<file path="config.mk">
export PLATFORM = sky130hd
export DESIGN_NAME = flash_host
export DESIGN_NICKNAME = d
export VERILOG_FILES = /design/src/common/flash_ctrl_pkg.sv /design/src/design/bus_cycle.sv /design/src/design/flash_host.sv
export VERILOG_INCLUDE_DIRS = /design/src /design/src/common
export SDC_FILE = /design/constraint.sdc
export NUM_CORES = 1
export LEC_CHECK = 0
export ABC_AREA = 1
export BUFFER_PORTS_ARGS = -buffer_cell sky130_fd_sc_hd__buf_4
export CAP_MARGIN = 40
export CORE_UTILIZATION = 56
export DETAILED_ROUTE_END_ITERATION = 7
export PLACE_DENSITY = 0.8
export SLEW_MARGIN = 10
export SYNTH_ARGS = -nofsm -noshare
export SYNTH_HDL_FRONTEND = slang
export SYNTH_SLANG_ARGS = --single-unit
</file>
<file path="constraint.sdc">
create_clock -name CLK -period 1.81 [get_ports CLK]
set_input_delay 0 -clock CLK [delete_from_list [all_inputs] [get_ports CLK]]
set_output_delay 0 -clock CLK [all_outputs]
set_load 0.05 [all_outputs]
</file>
<file path="src/common/flash_ctrl_map.svh">
// Purpose: constants for the parallel flash host controller
// Assumes: 100 MHz clock, 10 ns period
// Notes:   definitions only
`ifndef FLASH_CTRL_MAP_SVH
`define FLASH_CTRL_MAP_SVH
`define CLK_PERIOD_NS      32'd10
`define UNLOCK_ADDR_A      16'h5555
`define UNLOCK_ADDR_B      16'h2aaa
`define UNLOCK_DATA_A      16'h00aa
`define UNLOCK_DATA_B      16'h0055
`define CODE_PROGRAM       16'h00a0
`define CODE_ERASE_SETUP   16'h0080
`define CODE_SECTOR_ERASE  16'h0030
`define CODE_CHIP_ERASE    16'h0010
`define TOGGLE_BIT         6
`define POLL_BIT_POS       7
`define SECTOR_LSB         11
`define STROBE_LOW_NS      32'd40
`define STROBE_HIGH_NS     32'd40
`define READ_ACCESS_NS     32'd80
`define SETTLE_NS          32'd1000
`define STROBE_LOW_CYC     ((`STROBE_LOW_NS + `CLK_PERIOD_NS - 1) / `CLK_PERIOD_NS)
`define STROBE_HIGH_CYC    ((`STROBE_HIGH_NS + `CLK_PERIOD_NS - 1) / `CLK_PERIOD_NS)
`define READ_ACCESS_CYC    ((`READ_ACCESS_NS + `CLK_PERIOD_NS - 1) / `CLK_PERIOD_NS)
`define SETTLE_CYC         ((`SETTLE_NS + `CLK_PERIOD_NS - 1) / `CLK_PERIOD_NS)
`endif

</file>
<file path="src/common/flash_ctrl_pkg.sv">
// Purpose: types for the parallel flash host controller
// Assumes: nothing
// Notes:   constants live in flash_ctrl_map.svh
package flash_ctrl_pkg;
  typedef enum logic [1:0]
  {
    OP_READ         = 2'b00,
    OP_PROGRAM      = 2'b01,
    OP_SECTOR_ERASE = 2'b10,
    OP_CHIP_ERASE   = 2'b11
  } op_t;
  typedef enum logic [2:0]
  {
    ST_IDLE   = 3'b000,
    ST_WRITE  = 3'b001,
    ST_READ   = 3'b010,
    ST_POLL   = 3'b011,
    ST_CHECK  = 3'b100,
    ST_SETTLE = 3'b101,
    ST_DONE   = 3'b110
  } state_t;
endpackage : flash_ctrl_pkg

</file>
<file path="src/design/bus_cycle.sv">
// Purpose: one timed strobe cycle on the flash pins, write or read
// Assumes: start only while idle
// Notes:   chip select and the active strobe fall and rise together
`timescale 1ns/100ps
`include "flash_ctrl_map.svh"
module bus_cycle
(
  input  wire logic        clk,
  input  wire logic        reset_n,
  input  wire logic        start,
  input  wire logic        is_write,
  input  wire logic [15:0] addr,
  input  wire logic [15:0] wdata,
  input  wire logic [15:0] dq_in,
  output logic             busy,
  output logic             done,
  output logic [15:0]      rdata,
  output logic             ce_n,
  output logic             oe_n,
  output logic             we_n,
  output logic [15:0]      a_out,
  output logic [15:0]      dq_out,
  output logic             dq_oe
);
  localparam logic [7:0] LOW_CYC  = 8'(`STROBE_LOW_CYC);
  localparam logic [7:0] HIGH_CYC = 8'(`STROBE_HIGH_CYC);
  localparam logic [7:0] RD_CYC   = 8'(`READ_ACCESS_CYC);
  logic [1:0]  ph_q, ph_d;
  logic [7:0]  cnt_q, cnt_d;
  logic        wr_q, wr_d;
  logic        done_d;
  logic [15:0] rdata_d, a_d, dqo_d;
  logic        ce_d, oe_d, we_d, dqoe_d;

  always_comb
  begin
    ph_d    = ph_q;
    cnt_d   = cnt_q;
    wr_d    = wr_q;
    done_d  = 1'b0;
    rdata_d = rdata;
    a_d     = a_out;
    dqo_d   = dq_out;
    ce_d    = ce_n;
    oe_d    = oe_n;
    we_d    = we_n;
    dqoe_d  = dq_oe;
    case (ph_q)
      2'd0:
      begin
        if (start)
        begin
          ph_d  = 2'd1;
          wr_d  = is_write;
          a_d   = addr;
          dqo_d = wdata;
          dqoe_d = is_write;
          ce_d  = 1'b0;
          we_d  = ~is_write;
          oe_d  = is_write;
          cnt_d = is_write ? LOW_CYC : RD_CYC;
        end
      end
      2'd1:
      begin
        if (cnt_q > 8'd1)
        begin
          cnt_d = cnt_q - 8'd1;
        end
        else
        begin
          // data still driven while the strobe rises
          if (!wr_q)
          begin
            rdata_d = dq_in;
          end
          ce_d  = 1'b1;
          we_d  = 1'b1;
          oe_d  = 1'b1;
          ph_d  = 2'd2;
          cnt_d = HIGH_CYC;
        end
      end
      2'd2:
      begin
        dqoe_d = 1'b0;
        if (cnt_q > 8'd1)
        begin
          cnt_d = cnt_q - 8'd1;
        end
        else
        begin
          ph_d   = 2'd0;
          done_d = 1'b1;
        end
      end
      default:
      begin
        ph_d = 2'd0;
      end
    endcase
  end

  always_ff @(posedge clk)
  begin
    if (!reset_n)
    begin
      ph_q   <= 2'd0;
      cnt_q  <= 8'h00;
      wr_q   <= 1'b0;
      done   <= 1'b0;
      rdata  <= 16'h0000;
      a_out  <= 16'h0000;
      dq_out <= 16'h0000;
      ce_n   <= 1'b1;
      oe_n   <= 1'b1;
      we_n   <= 1'b1;
      dq_oe  <= 1'b0;
    end
    else
    begin
      ph_q   <= ph_d;
      cnt_q  <= cnt_d;
      wr_q   <= wr_d;
      done   <= done_d;
      rdata  <= rdata_d;
      a_out  <= a_d;
      dq_out <= dqo_d;
      ce_n   <= ce_d;
      oe_n   <= oe_d;
      we_n   <= we_d;
      dq_oe  <= dqoe_d;
    end
  end

  assign busy = (ph_q != 2'd0);
endmodule : bus_cycle

</file>
<file path="src/design/flash_host.sv">
// Purpose: host controller driving a 16-bit parallel flash by its pins
// Assumes: flash pins synchronous to CLK; one request at a time
// Notes:   completion found by the alternating status bit, reread twice
// Operation
// - host writes commands with write strobe low while select is low.
// - host programs a word only after its sector was erased; controller programs any requested word without checking.
// - program is three unlock cycles then address and data cycle.
// - during program, commands ignored; host only does status reads.
// - sector erase is six cycles ending with sector code and sector address.
// - chip erase is six cycles ending with chip code at command address.
// - during chip erase, commands ignored; host only does status reads.
// - on conflicting status, reread the location twice more before deciding.
`timescale 1ns/100ps
`include "flash_ctrl_map.svh"
module flash_host
  import flash_ctrl_pkg::*;
(
  input  wire logic                CLK,
  input  wire logic                RESET_N,
  input  wire logic                REQ_VALID,
  input  wire flash_ctrl_pkg::op_t REQ_OP,
  input  wire logic [15:0]         REQ_ADDR,
  input  wire logic [15:0]         REQ_DATA,
  output logic                     REQ_READY,
  output logic                     RESP_VALID,
  output logic [15:0]              RESP_DATA,
  output logic                     RESP_ERROR,
  output logic                     FLASH_CE_N,
  output logic                     FLASH_OE_N,
  output logic                     FLASH_WE_N,
  output logic [15:0]              FLASH_A,
  output logic [15:0]              FLASH_DQ_OUT,
  output logic                     FLASH_DQ_OE,
  input  wire logic [15:0]         FLASH_DQ_IN
);
  import flash_ctrl_pkg::*;
  localparam logic [7:0] SETTLE_CYC = 8'(`SETTLE_CYC);

  state_t      st_q, st_d;
  op_t         op_q, op_d;
  logic [15:0] addr_q, addr_d, data_q, data_d;
  logic [2:0]  step_q, step_d;
  logic [2:0]  nsteps;
  logic [15:0] prev_q, prev_d;
  logic [1:0]  reread_q, reread_d;
  logic [7:0]  wait_q, wait_d;
  logic        start, is_wr, busy, done;
  logic [15:0] cyc_a, cyc_d, rdata;
  logic        rdy_d, rv_d, rerr_d;
  logic [15:0] rd_d;

  bus_cycle u_cycle
  (
    .clk      (CLK),
    .reset_n  (RESET_N),
    .start    (start),
    .is_write (is_wr),
    .addr     (cyc_a),
    .wdata    (cyc_d),
    .dq_in    (FLASH_DQ_IN),
    .busy     (busy),
    .done     (done),
    .rdata    (rdata),
    .ce_n     (FLASH_CE_N),
    .oe_n     (FLASH_OE_N),
    .we_n     (FLASH_WE_N),
    .a_out    (FLASH_A),
    .dq_out   (FLASH_DQ_OUT),
    .dq_oe    (FLASH_DQ_OE)
  );

  // four writes for program, six for erase
  assign nsteps = (op_q == OP_PROGRAM) ? 3'd4 : 3'd6;

  always_comb
  begin
    cyc_a = `UNLOCK_ADDR_A;
    cyc_d = `UNLOCK_DATA_A;
    case (step_q)
      3'd0:
      begin
        cyc_a = `UNLOCK_ADDR_A;
        cyc_d = `UNLOCK_DATA_A;
      end
      3'd1, 3'd4:
      begin
        cyc_a = `UNLOCK_ADDR_B;
        cyc_d = `UNLOCK_DATA_B;
      end
      3'd2:
      begin
        cyc_a = `UNLOCK_ADDR_A;
        cyc_d = (op_q == OP_PROGRAM) ? `CODE_PROGRAM : `CODE_ERASE_SETUP;
      end
      3'd3:
      begin
        if (op_q == OP_PROGRAM)
        begin
          cyc_a = addr_q;
          cyc_d = data_q;
        end
      end
      3'd5:
      begin
        // sector select address in upper lines; fixed address
        if (op_q == OP_SECTOR_ERASE)
        begin
          cyc_a = {addr_q[15:`SECTOR_LSB], {`SECTOR_LSB{1'b0}}};
          cyc_d = `CODE_SECTOR_ERASE;
        end
        else
        begin
          cyc_a = `UNLOCK_ADDR_A;
          cyc_d = `CODE_CHIP_ERASE;
        end
      end
      default:
      begin
        cyc_a = `UNLOCK_ADDR_A;
      end
    endcase
    if (st_q != ST_WRITE)
    begin
      cyc_a = addr_q;
    end
  end

  always_comb
  begin
    st_d     = st_q;
    op_d     = op_q;
    addr_d   = addr_q;
    data_d   = data_q;
    step_d   = step_q;
    prev_d   = prev_q;
    reread_d = reread_q;
    wait_d   = wait_q;
    start    = 1'b0;
    is_wr    = 1'b0;
    rdy_d    = 1'b0;
    rv_d     = 1'b0;
    rerr_d   = RESP_ERROR;
    rd_d     = RESP_DATA;
    case (st_q)
      ST_IDLE:
      begin
        rdy_d = 1'b1;
        if (REQ_VALID && REQ_READY)
        begin
          rdy_d  = 1'b0;
          op_d   = REQ_OP;
          addr_d = REQ_ADDR;
          data_d = REQ_DATA;
          step_d = 3'd0;
          rerr_d = 1'b0;
          st_d   = (REQ_OP == OP_READ) ? ST_READ : ST_WRITE;
        end
      end
      ST_WRITE:
      begin
        // one strobe cycle per command word
        if (!busy && !done)
        begin
          start = 1'b1;
          is_wr = 1'b1;
        end
        if (done)
        begin
          if (step_q == nsteps - 3'd1)
          begin
            // status valid after the last strobe rise
            st_d     = ST_POLL;
            reread_d = 2'd0;
            prev_d   = 16'h0000;
            step_d   = 3'd0;
          end
          else
          begin
            step_d = step_q + 3'd1;
          end
        end
      end
      ST_READ:
      begin
        // read gated by select and output gate
        if (!busy && !done)
        begin
          start = 1'b1;
        end
        if (done)
        begin
          rd_d = rdata;
          st_d = ST_DONE;
        end
      end
      ST_POLL:
      begin
        if (!busy && !done)
        begin
          start = 1'b1;
        end
        if (done)
        begin
          prev_d = rdata;
          st_d   = ST_CHECK;
        end
      end
      ST_CHECK:
      begin
        if (!busy && !done)
        begin
          start = 1'b1;
        end
        if (done)
        begin
          prev_d = rdata;
          if (rdata[`TOGGLE_BIT] != prev_q[`TOGGLE_BIT])
          begin
            reread_d = 2'd0;
          end
          // two more steady reads before deciding
          else if (reread_q == 2'd1)
          begin
            if (op_q == OP_PROGRAM)
            begin
              rerr_d = (rdata[`POLL_BIT_POS] != data_q[`POLL_BIT_POS]);
            end
            else
            begin
              rerr_d = ~rdata[`POLL_BIT_POS];
            end
            wait_d = SETTLE_CYC;
            st_d   = ST_SETTLE;
          end
          else
          begin
            reread_d = reread_q + 2'd1;
          end
        end
      end
      ST_SETTLE:
      begin
        // allow the other bits to become valid
        if (wait_q > 8'd1)
        begin
          wait_d = wait_q - 8'd1;
        end
        else
        begin
          st_d = ST_DONE;
        end
      end
      ST_DONE:
      begin
        rv_d = 1'b1;
        st_d = ST_IDLE;
      end
      default:
      begin
        st_d = ST_IDLE;
      end
    endcase
  end

  always_ff @(posedge CLK)
  begin
    if (!RESET_N)
    begin
      st_q       <= ST_IDLE;
      op_q       <= OP_READ;
      addr_q     <= 16'h0000;
      data_q     <= 16'h0000;
      step_q     <= 3'd0;
      prev_q     <= 16'h0000;
      reread_q   <= 2'd0;
      wait_q     <= 8'h00;
      REQ_READY  <= 1'b0;
      RESP_VALID <= 1'b0;
      RESP_DATA  <= 16'h0000;
      RESP_ERROR <= 1'b0;
    end
    else
    begin
      st_q       <= st_d;
      op_q       <= op_d;
      addr_q     <= addr_d;
      data_q     <= data_d;
      step_q     <= step_d;
      prev_q     <= prev_d;
      reread_q   <= reread_d;
      wait_q     <= wait_d;
      REQ_READY  <= rdy_d;
      RESP_VALID <= rv_d;
      RESP_DATA  <= rd_d;
      RESP_ERROR <= rerr_d;
    end
  end
endmodule : flash_host

</file>
# After elaboration in Yosys (flattened, before gate mapping)
# Index checks and enable logic that the tools add are counted.
# W data, S select, Z words.
[op_classes]
n_mul = 0
div_mod_pow = 0
eq_ne = 36
reduce_logical = 35
n_lt_le_gt_ge = 2
n_addsub = 5
mux = 68
bitwise_logic = 4
shift = 0
[op_table]
columns = ["cell", "n"]
rows = [
  ["$mux W16", 4],
  ["$pmux W16 S4", 1],
  ["$mux W8", 7],
  ["$pmux W16 S3", 1],
  ["$mux W3", 12],
  ["$pmux W8 S3", 1],
  ["$mux W7", 3],
  ["$mux W2", 10],
  ["$ne A2 B2 Y1 const B", 9],
  ["$pmux W3 S6", 1],
  ["$gt A8 B1 Y1 const B", 2],
  ["$pmux W8 S2", 1],
  ["$reduce_bool A2 Y1", 8],
  ["$sub A8 B1 Y8 const B", 2],
  ["$eq A3 B3 Y1 const B", 5],
  ["$mux W1", 15],
  ["$reduce_and A3 Y1", 5],
  ["$reduce_and A5 Y1", 3],
  ["$pmux W7 S2", 1],
  ["$eq A3 B2 Y1 const B", 4],
  ["$mux W6", 2],
  ["$ne A2 B1 Y1 const B", 6],
  ["$reduce_and A2 Y1", 6],
  ["$pmux W1 S2", 5],
  ["24 further kinds", 36],
]
[totals]
romBits = 0
wordCells = 173
latchBits = 0
regBits = 140
mem_count = 0
mem_bits_rw = 0
input_bits = 53

# Depth between registers and ports, before layout
# Gate-level depths: netlist of the first run.
[depth]
ltp_word = 8
ltp_mapped = 12
depth_no_buf = 12

# Modules after synthesis
# Synthesis of the first run repeated with hierarchy kept, for this count alone.
[hier_totals]
cells_unflattened = 861
hier_area_um2 = 6122.1
[modules_own_cells]
columns = ["mod", "seq_area_each_um2", "cells_per_inst", "n_inst", "area_each_um2"]
rows = [
  ["flash_host", 1401.3, 508, 1, 3494.6],
  ["bus_cycle", 1281.2, 353, 1, 2627.5],
]

# Least setup slack after synthesis of the first run
# OpenSTA, ideal clock, no wires.
[synth_path]
path_kind = "reg-to-reg"
from = "register u_cycle.cnt_q[0]"
to = "register u_cycle.cnt_q[1]"
path_stages_with_launch = 11
setup_slack_ps = 240
arrival_time_ps = 1455
synth_period_minus_slack_ps = 1570
setup_time_ps = 116
required_time_ps = 1694
path_cell_list = "dfxtp_1 -> inv_1 -> ha_1 -> nor2_1 -> nor2_1 -> nand3_1 -> nand2_1 -> nor2_8 -> nand2_2 -> nand2_1 -> nor2_1"
[synth_between]
elab_chain_len = 3
[synth_lines]
columns = ["item", "line", "text"]
rows = [
  ["start, declared", "bus_cycle.sv:29", "logic [7:0] cnt_q, cnt_d;"],
  ["start signal, assigned", "bus_cycle.sv:123", "cnt_q <= cnt_d;"],
  ["$sub A8 B1 Y8 / $gt A8 B1 Y1 (equally long branches)", "--", ""],
  ["$mux W8, or another cell as far along", "bus_cycle.sv:87", "if (cnt_q > 8'd1)"],
  ["$pmux W8 S3 / $reduce_and A3 Y1 (equally long branches)", "--", ""],
]
# Parallel ways exist; a longest one is shown, timed or not. The select of a mux whose other input is x is not followed.
# A chain may end at the register's enable or synchronous reset.

# Worst setup path in the final report of the first run
[layout_path]
from = "register u_cycle.ph_q[0]"
to = "register u_cycle.we_n"
[layout_between]
elab_chain_len = 8
[layout_lines]
columns = ["item", "line", "text"]
rows = [
  ["start, declared", "bus_cycle.sv:28", "logic [1:0] ph_q, ph_d;"],
  ["start signal, assigned", "bus_cycle.sv:122", "ph_q <= ph_d;"],
  ["$reduce_bool A2 Y1", "bus_cycle.sv:136", "assign busy = (ph_q != 2'd0);"],
  ["$logic_not A1 Y1", "--", ""],
  ["$logic_and A1 B1 Y1", "--", ""],
  ["$mux W1", "--", ""],
  ["$mux W1", "flash_host.sv:144", "case (st_q)"],
  ["$not A1 Y1", "bus_cycle.sv:59", "we_d = ~is_write;"],
  ["$mux W1", "bus_cycle.sv:51", "if (start)"],
  ["$pmux W1 S2", "bus_cycle.sv:48", "case (ph_q)"],
  ["end signal, assigned", "bus_cycle.sv:131", "we_n <= we_d;"],
  ["end, declared", "bus_cycle.sv:20", "output logic we_n,"],
]
# Parallel ways exist; a longest one is shown, timed or not. The select of a mux whose other input is x is not followed.

==> results of run 1 <==
## power by group through the flow
stage                     Combinational (mW)  Sequential, mW  Clock (mW)
final                                   6.19            4.24        3.40
after floorplan                         3.25            5.01           0
after CTS                               5.77            4.18        3.42
after global routing                    6.78            4.30        3.55
after detailed placement                5.58            4.23           0
after global placement                  5.39            4.21           0
## cell usage in the layout (no fill, tap or decap), types with 10 or more instances in the layout
cell	synthesis	layout
a21oi_1	74	73
buf_4	1	126
clkbuf_16	0	16
dfxtp_1	134	128
dlygate4sd3_1	0	52
ha_1	15	11
inv_1	49	45
inv_2	11	10
nand2_1	129	128
nand3_1	30	30
nor2_1	162	161
o21ai_0	126	117
## kinds of logic (layout without fill, tap and decap cells)
logic type / Yosys count / in the layout / synth area share [%]
AO/OA/AOI/OAI: 209 / 209 / 18.3
XOR/XNOR: 6 / 6 / 0.890
adder cells (fa/ha/maj): 15 / 15 / 3.18
buffers and inverters: 94 / 275 / 6.36
flip-flops: 134 / 134 / 45.5
AND/OR/NAND/NOR: 355 / 355 / 25.9
## critical path, stage by stage (launching register included)
cell and delay, ns:
dfxtp_2 0.33, inv_2 0.11, ha_4 0.15, nand2_1 0.08, inv_2 0.08, nand3_4 0.20, nand2_8 0.18, nand3b_1 0.19
buf_4 0.19, o21ai_0 0.17
## final timing paths
kind	start	cells past startpoint	to	slack, ns
setup reg to reg	u_cycle.ph_q[0]	9	u_cycle.we_n	0.04
setup / recovery	u_cycle.ph_q[0]	9	u_cycle.we_n	0.04
hold / removal	FLASH_DQ_IN[15]	4	u_cycle.rdata[15]	0.25
hold reg to reg	addr_q[15]	2	u_cycle.a_out[15]	0.46
## sequential cells by signal, indices dropped and copies added (netlist names), 2 cells and up
name	count
RESP_DATA	16
addr_q	16
data_q	16
op_q	2
reread_q	2
st_q	3
step_q	3
u_cycle.a_out	16
u_cycle.cnt_q	8
u_cycle.dq_out	16
u_cycle.ph_q	2
u_cycle.rdata	16
wait_q	8
## through the flow
step	std cells	hold WS (ns)	area [um2]
after floorplan	813	0.135	5900
after global placement	1039	0.222	6880
after detailed placement	1039	0.226	6880
after CTS	1124	0.231	7990
after global routing	1130	0.254	8130
final	1130	0.246	8130
## routing by layer
| metal | GRT usage, % | wire [um] | vias to the layer above |
|---|---|---|---|
| met5 | 0 | 0 | - |
| li1 | - | - | 2995 |
| met1 | 38.4 | 7130 | 2927 |
| met4 | 12.4 | 389 | 0 |
| met3 | 6.92 | 903 | 38 |
| met2 | 55.1 | 8860 | 225 |
## cell type report
type	count	area, um2	share of cell area (%)
inverter	61	255	3.14
clock inverter	14	165	2.03
multi-input combinational	585	2900	35.6
timing repair buffer	182	1530	18.9
tap	136	170	2.09
clock buffer	18	418	5.14
sequential	134	2690	33.1
## what timing repair did
item                                    in CTS  in global routing
endpoints found under the setup margin      24                 72
buffers inserted                             1                  6
hold buffers                                52                  0
gates resized for setup                      2                 42
pin swaps                                    1                  7
hold endpoints to repair                    74                  0
==> impl_metrics.tcl, run 1 <==
set metrics [dict create \
    clock_skew_ns 0.0130 \
    via_per_inst 5.47 \
    combPwrFrac_pct 44.8 \
    ys.flop_type "dfxtp_1" \
    p_leak_nw 3.62 \
    setup_ws_ns 0.0417 \
    post-route-util_pct 79.1 \
    grt_pass1_vias 6023 \
    clk_pin_slew_ns 0.07 \
    path_class "flop to flop" \
    fillers 690 \
    cp_data_arrival_time_ns 2.20 \
    ys_ff_latch 134 \
    synth_top_area_share_pct 45.5 \
    pin_count 108 \
    syn_inst 813 \
    io_buffers 107 \
    insertedDiodeCount 0 \
    h-tree-depth 4 \
    synth_common_cells "nor2_1 (162), dfxtp_1 (134), nand2_1 (129)" \
    clk_path_buf_depth 2 \
    peakVddDrop_mv 1.31 \
    p_sw_share_pct 43.7 \
    synth.distinct_cells 35 \
    cts_num_sinks 134 \
    root_buffer "clkbuf_8" \
    synthTopCellsByArea "dfxtp_1 (45%), o21ai_0 (11%), nor2_1 (10%)" \
    place_ws_ns -0.0417 \
    start_kind "flop" \
    drcViolationCount 0 \
    yosysSeqAreaShare_pct 45.5 \
    layout-drive-gt1-share_pct 21.6 \
    rows 37 \
    synth_edf_count 0 \
    switchingPower_mw 6.04 \
    dpl.hpwl_um 10600 \
    p_clk_share_pct 24.6 \
    overflow 0 \
    outcome "finished, final reports clean" \
    yosysMostFrequentCell "nor2_1" \
    antenna_found_initial 0 \
    power.density_mw_per_mm2 1700 \
    internal_power_mw 7.78 \
    start_util_pct 57.4 \
    final_hold_viol_count 0 \
    crit_path_end_kind "flop" \
    synth_nets 881 \
    crit_required_ns 2.24 \
    seq_power_share_pct 30.7 \
    syn_avg_cell_area_um2 7.26 \
    drt-total-wl_um 17300 \
    place_congestion 0.889 \
    rsz0062_at_grt "true" \
    cts_tree "built" \
    p_total_mw 13.8 \
    worstMarginPinSlew_ns 0.574 \
    coreArea_mm2 0.0103 \
    numCtsBuffers 17 \
    area_growth_pct 37.7 \
    first_iter_violations 480 \
    cp_max_fo 8 \
    fin_crit_ns 1.77 \
    vias 6185 \
    die_h_um 105 \
    ys_warn_count 0 \
    relSlewSlack_pct 61.7 \
    drtPass1Iterations 7 \
    track_usage_pct 31.8 \
    drv_cap 0 \
    syn_area_mm2 0.00590 \
    clock.fmax_mhz 566 \
    async_flop_share_pct 0 \
    drtAntennaViolNets 0 \
    die-area_mm2 0.0110 \
    clock_latency_ns 0.52 \
    routedWlPerCell_um 15.3 \
    min-delay-path-class "input pin to flop" \
    synth_top_area_cell "dfxtp_1" \
    nNetsFinal 1049 \
    slew_viol_final 0 \
    grt_max_degree 64 \
    grt_pass1_wl_um 28100 \
    dieWidth_um 105 \
    tns_ns 0 \
    setup_viol 0 \
    period_share_pct 97.7 \
]
Power figures use the tool's default switching activity.
==> inputs of run 2 (changes only) <==
- ABC_CLOCK_PERIOD_IN_PS: unset -> 1700
- clock period: 1.81 -> 1.7 ns (I/O delays scaled with it)
==> impl_metrics.tcl, run 2 (synthesis results as in run 1) <==
set metrics [dict create \
    outcome "finished, final reports clean" \
    peakVddDrop_mv 1.36 \
    rsz0062_at_grt "true" \
    die-area_mm2 0.0110 \
    insertedDiodeCount 0 \
    drt-total-wl_um 17700 \
    first_iter_violations 408 \
    grt_max_degree 66 \
    layout-drive-gt1-share_pct 23.3 \
    slew_viol_final 0 \
    cts_num_sinks 134 \
    vias 6336 \
    p_leak_nw 3.67 \
    pin_count 108 \
    crit_required_ns 2.16 \
    met2_length_um 8850 \
    drtAntennaViolNets 0 \
    fin_crit_ns 1.70 \
    die_h_um 105 \
    p_total_mw 14.8 \
    period_share_pct 99.9 \
    wl_met3_um 1180 \
    start_kind "flop" \
    start_util_pct 57.4 \
    root_buffer "clkbuf_8" \
    cts_tree "built" \
    drv_cap 0 \
    worstMarginPinSlew_ns 0.535 \
    dieWidth_um 105 \
    grt_pass1_wl_um 28300 \
    cp_data_arrival_time_ns 2.16 \
    layout_commonest_cell "nor2_1" \
    regArea_mm2 0.00269 \
    fillers 657 \
    clk_path_buf_depth 2 \
    drcViolationCount 0 \
    track_usage_pct 32.4 \
    h-tree-depth 4 \
    numCtsBuffers 17 \
    dp.cells 1046 \
    antenna_found_initial 0 \
    min-delay-path-class "input pin to flop" \
    power.density_mw_per_mm2 1810 \
    clk_pin_slew_ns 0.07 \
    via_per_inst 5.56 \
    routedWlPerCell_um 15.5 \
    io_buffers 107 \
    final_cell_mix "nor2_1 (159), buf_4 (135), dfxtp_1 (127)" \
    area_growth_pct 38.6 \
    final_hold_viol_count 0 \
    clock_skew_ns 0.00795 \
    clock.fmax_mhz 589 \
    path_class "flop to flop" \
    crit_path_end_kind "flop" \
    rows 37 \
    cp_max_fo 7 \
    holdWs_ns 0.244 \
    wl_met1_um 6980 \
    multiInputGateArea_mm2 0.00293 \
    fin_cells 1139 \
    dpl.hpwl_um 10400 \
    drtPass1Iterations 5 \
    top_layer "met4" \
    relSlewSlack_pct 64.3 \
    nNetsFinal 1058 \
    place_congestion 0.866 \
    coreArea_mm2 0.0103 \
    grt_pass1_vias 6230 \
    setup_viol 0 \
    overflow 0 \
    clock_latency_ns 0.53 \
]
-- run 2: changes by cell type in the layout (fill, tap and decap cells not counted), sizes merged --
cell	delta
buf	+9
clkinv	+3
clkinvlp	-3
inv	+2
bufinv	-1
clkbuf	-1
-- run 2: worst paths after layout --
kind	slack (ns)	depth (start not counted)	from	end
min reg2reg	0.46	2	data_q[6]	data_q[6]
min	0.24	4	FLASH_DQ_IN[12]	u_cycle.rdata[12]
max reg2reg	0.001	9	u_cycle.cnt_q[0]	u_cycle.rdata[8]
max	0.001	9	u_cycle.cnt_q[0]	u_cycle.rdata[8]
-- run 2: through the flow --
step | area (um2) | setup TNS (ns) | worst slack [ns] | utilization [%]
4_1_cts | 8050 | 0 | 0.00669 | 78.3
2_1_floorplan | 5900 | 0 | 0.130 | -
3_3_place_gp | 6930 | -0.203 | -0.0621 | 67.4
5_1_grt | 8180 | -1.24 | -0.110 | 79.6
3_5_place_dp | 6930 | -1.47 | -0.178 | 67.4
6_report | 8180 | 0 | 0.00146 | 79.6
-- run 2: worst max-delay path, cell delays in order, from the launching register on --
cell	delay, ns
dfxtp_1	0.34
inv_1	0.09
ha_2	0.19
o21ai_0	0.09
nor2_1	0.18
nand2_2	0.13
nor2_4	0.19
buf_2	0.20
o21ai_0	0.10
nor2_1	0.13
-- run 2: timing repair --
item                                   in CTS  in global routing
buffers inserted                            4                  4
gates resized for setup                     3                 42
gates cloned                                0                  1
pin swaps                                   2                 11
setup endpoints to repair                  20                 74
hold buffers                               52                  0
endpoints found under the hold margin      65                  0
-- run 2: metal layers --
metal  global-route usage, %  vias to the layer above
li1                        -                     3009
met1                    36.4                     2963
met2                    56.1                      295
met3                    8.23                       69
met4                    17.6                        0
met5                       0                        -
-- run 2: area by class of cell --
cell class	instances	area share (%)
multi-input combinational	585	35.8
sequential	134	32.9
timing repair buffer	191	19.4
clock buffer	17	5.06
inverter	61	2.95
tap	136	2.08
clock inverter	15	1.77
-- run 2: power by group --
part | leakage, nW | internal (mW) | switching (mW)
Sequential | 1.09 | 3.96 | 0.534
Combinational | 2.30 | 2.40 | 4.48
Clock | 0.272 | 1.97 | 1.49
==> inputs of run 3 (changes only) <==
- CORE_ASPECT_RATIO: unset -> 0.9
==> impl_metrics.tcl, run 3 (synthesis results as in run 1) <==
set metrics [dict create \
    slew_viol_final 0 \
    clock_skew_ns 0.00796 \
    clk_path_buf_depth 2 \
    cp_top_family "simple AND/OR/NAND/NOR gates" \
    numCtsBuffers 17 \
    path_cells "inv_2 -> ha_4 -> o21ai_0 -> nor2_1 -> nand2_2 -> nor2_4 -> buf_6 -> o21ai_0 -> nor2_1" \
    h-tree-depth 4 \
    dpl.hpwl_um 10800 \
    first_iter_violations 583 \
    start_kind "flop" \
    regArea_mm2 0.00269 \
    pin_count 108 \
    drtPass1Iterations 5 \
    relSlewSlack_pct 68.4 \
    drv_cap 0 \
    insertedDiodeCount 0 \
    rows 35 \
    path_class "flop to flop" \
    drcViolationCount 0 \
    antenna_found_initial 0 \
    crit_required_ns 2.04 \
    die-area_mm2 0.0110 \
    io_buffers 107 \
    clock.fmax_mhz 599 \
    coreArea_mm2 0.0102 \
    place_congestion 0.899 \
    cts_num_sinks 134 \
    fillers 684 \
    overflow 0 \
    area_growth_pct 40.0 \
    grt_max_degree 53 \
    final_hold_viol_count 0 \
    via_per_inst 5.46 \
    grt_pass1_wl_um 27100 \
    period_share_pct 98.2 \
    root_buffer "clkbuf_16" \
    holdWs_ns 0.348 \
    layout-drive-gt1-share_pct 23.8 \
    routedWlPerCell_um 15.3 \
    track_usage_pct 32.0 \
    drtAntennaViolNets 0 \
    fin_cells 1135 \
    cp_max_fo 6 \
    final_cell_mix "nor2_1 (158), buf_4 (137), nand2_1 (126)" \
    clk_pin_slew_ns 0.06 \
    vias 6192 \
    multiInputGateArea_mm2 0.00294 \
    min-delay-path-class "input pin to flop" \
    fin_crit_ns 1.67 \
    dieWidth_um 110 \
    setup_viol 0 \
    worstMarginPinSlew_ns 0.473 \
    cts_tree "built" \
    cp_data_arrival_time_ns 2.01 \
    start_util_pct 57.6 \
    crit_path_end_kind "flop" \
    dp.cells 1039 \
    cpPeakStageDelay_ns 0.35 \
    outcome "finished, final reports clean" \
    p_total_mw 15.0 \
    peakVddDrop_mv 1.34 \
    clock_latency_ns 0.42 \
    grt_pass1_vias 5841 \
    critPathSlowestCell "dfxtp_2" \
    power.density_mw_per_mm2 1820 \
    worst-path-buf-inv 2 \
    p_leak_nw 3.70 \
    layout_commonest_cell "nor2_1" \
    nNetsFinal 1061 \
    drt-total-wl_um 17300 \
    die_h_um 99.4 \
]
## run 3: changes by cell type in the layout (fill, tap and decap cells not counted), moves of 2 or more
cell      change
nor2_2        +2
o21ai_1       +2
clkinv_4      -2
dfxtp_2       +2
inv_2         -2
o21ai_2       -3
dfxtp_1       -2
buf_4         +2
## run 3: worst paths after layout
| check | start | to | slack [ns] | cells past startpoint |
|---|---|---|---|---|
| setup / recovery | u_cycle.cnt_q[0] | u_cycle.rdata[4] | 0.03 | 9 |
| hold / removal | REQ_DATA[10] | data_q[10] | 0.35 | 4 |
| setup reg to reg | u_cycle.cnt_q[0] | u_cycle.rdata[4] | 0.03 | 9 |
| hold reg to reg | addr_q[1] | u_cycle.a_out[1] | 0.46 | 2 |
## run 3: where the power goes
group / internal, mW / switching [mW] / total [mW]
clock: 2.25 / 1.46 / 3.71
sequential: 3.96 / 0.535 / 4.50
combinational: 2.35 / 4.49 / 6.84
total: 8.57 / 6.48 / 15.0
## run 3: metrics by stage
step,utilization (%),setup slack [ns],setup TNS (ns),area [um2]
2_1_floorplan,-,0.130,0,5900
3_5_place_dp,67.5,-0.141,-1.19,6920
6_report,80.6,0.0308,0,8260
5_1_grt,80.6,-0.0582,-0.628,8260
3_3_place_gp,67.5,-0.0337,-0.0337,6920
4_1_cts,78.6,0.0172,0,8060
## run 3: area by class of cell
type,count,share of cell area (%)
Tap cell,129,1.95
Inverter,61,3.04
Timing Repair Buffer,194,19.6
Sequential cell,134,32.6
Clock buffer,19,5.48
Clock inverter,13,1.76
Multi-Input combinational cell,585,35.6
## run 3: worst min-delay path: stages
cell and delay (ns):
dlygate4sd3_1 0.52, buf_4 0.10, nor2_1 0.03, nor2_1 0.08
## run 3: layer usage
metal	part of all wire (%)	global-route usage (%)
met1	43	41.6
met2	48	52.3
met3	6.6	6.75
met4	2.1	11.3
met5	0	0
## run 3: repair_timing
item,in CTS,in global routing
gates resized for setup,2,51
cloned,0,1
endpoints found under the setup margin,19,72
pin swaps,1,14
hold buffers,52,0
hold endpoints to repair,64,0
setup buffers,2,9
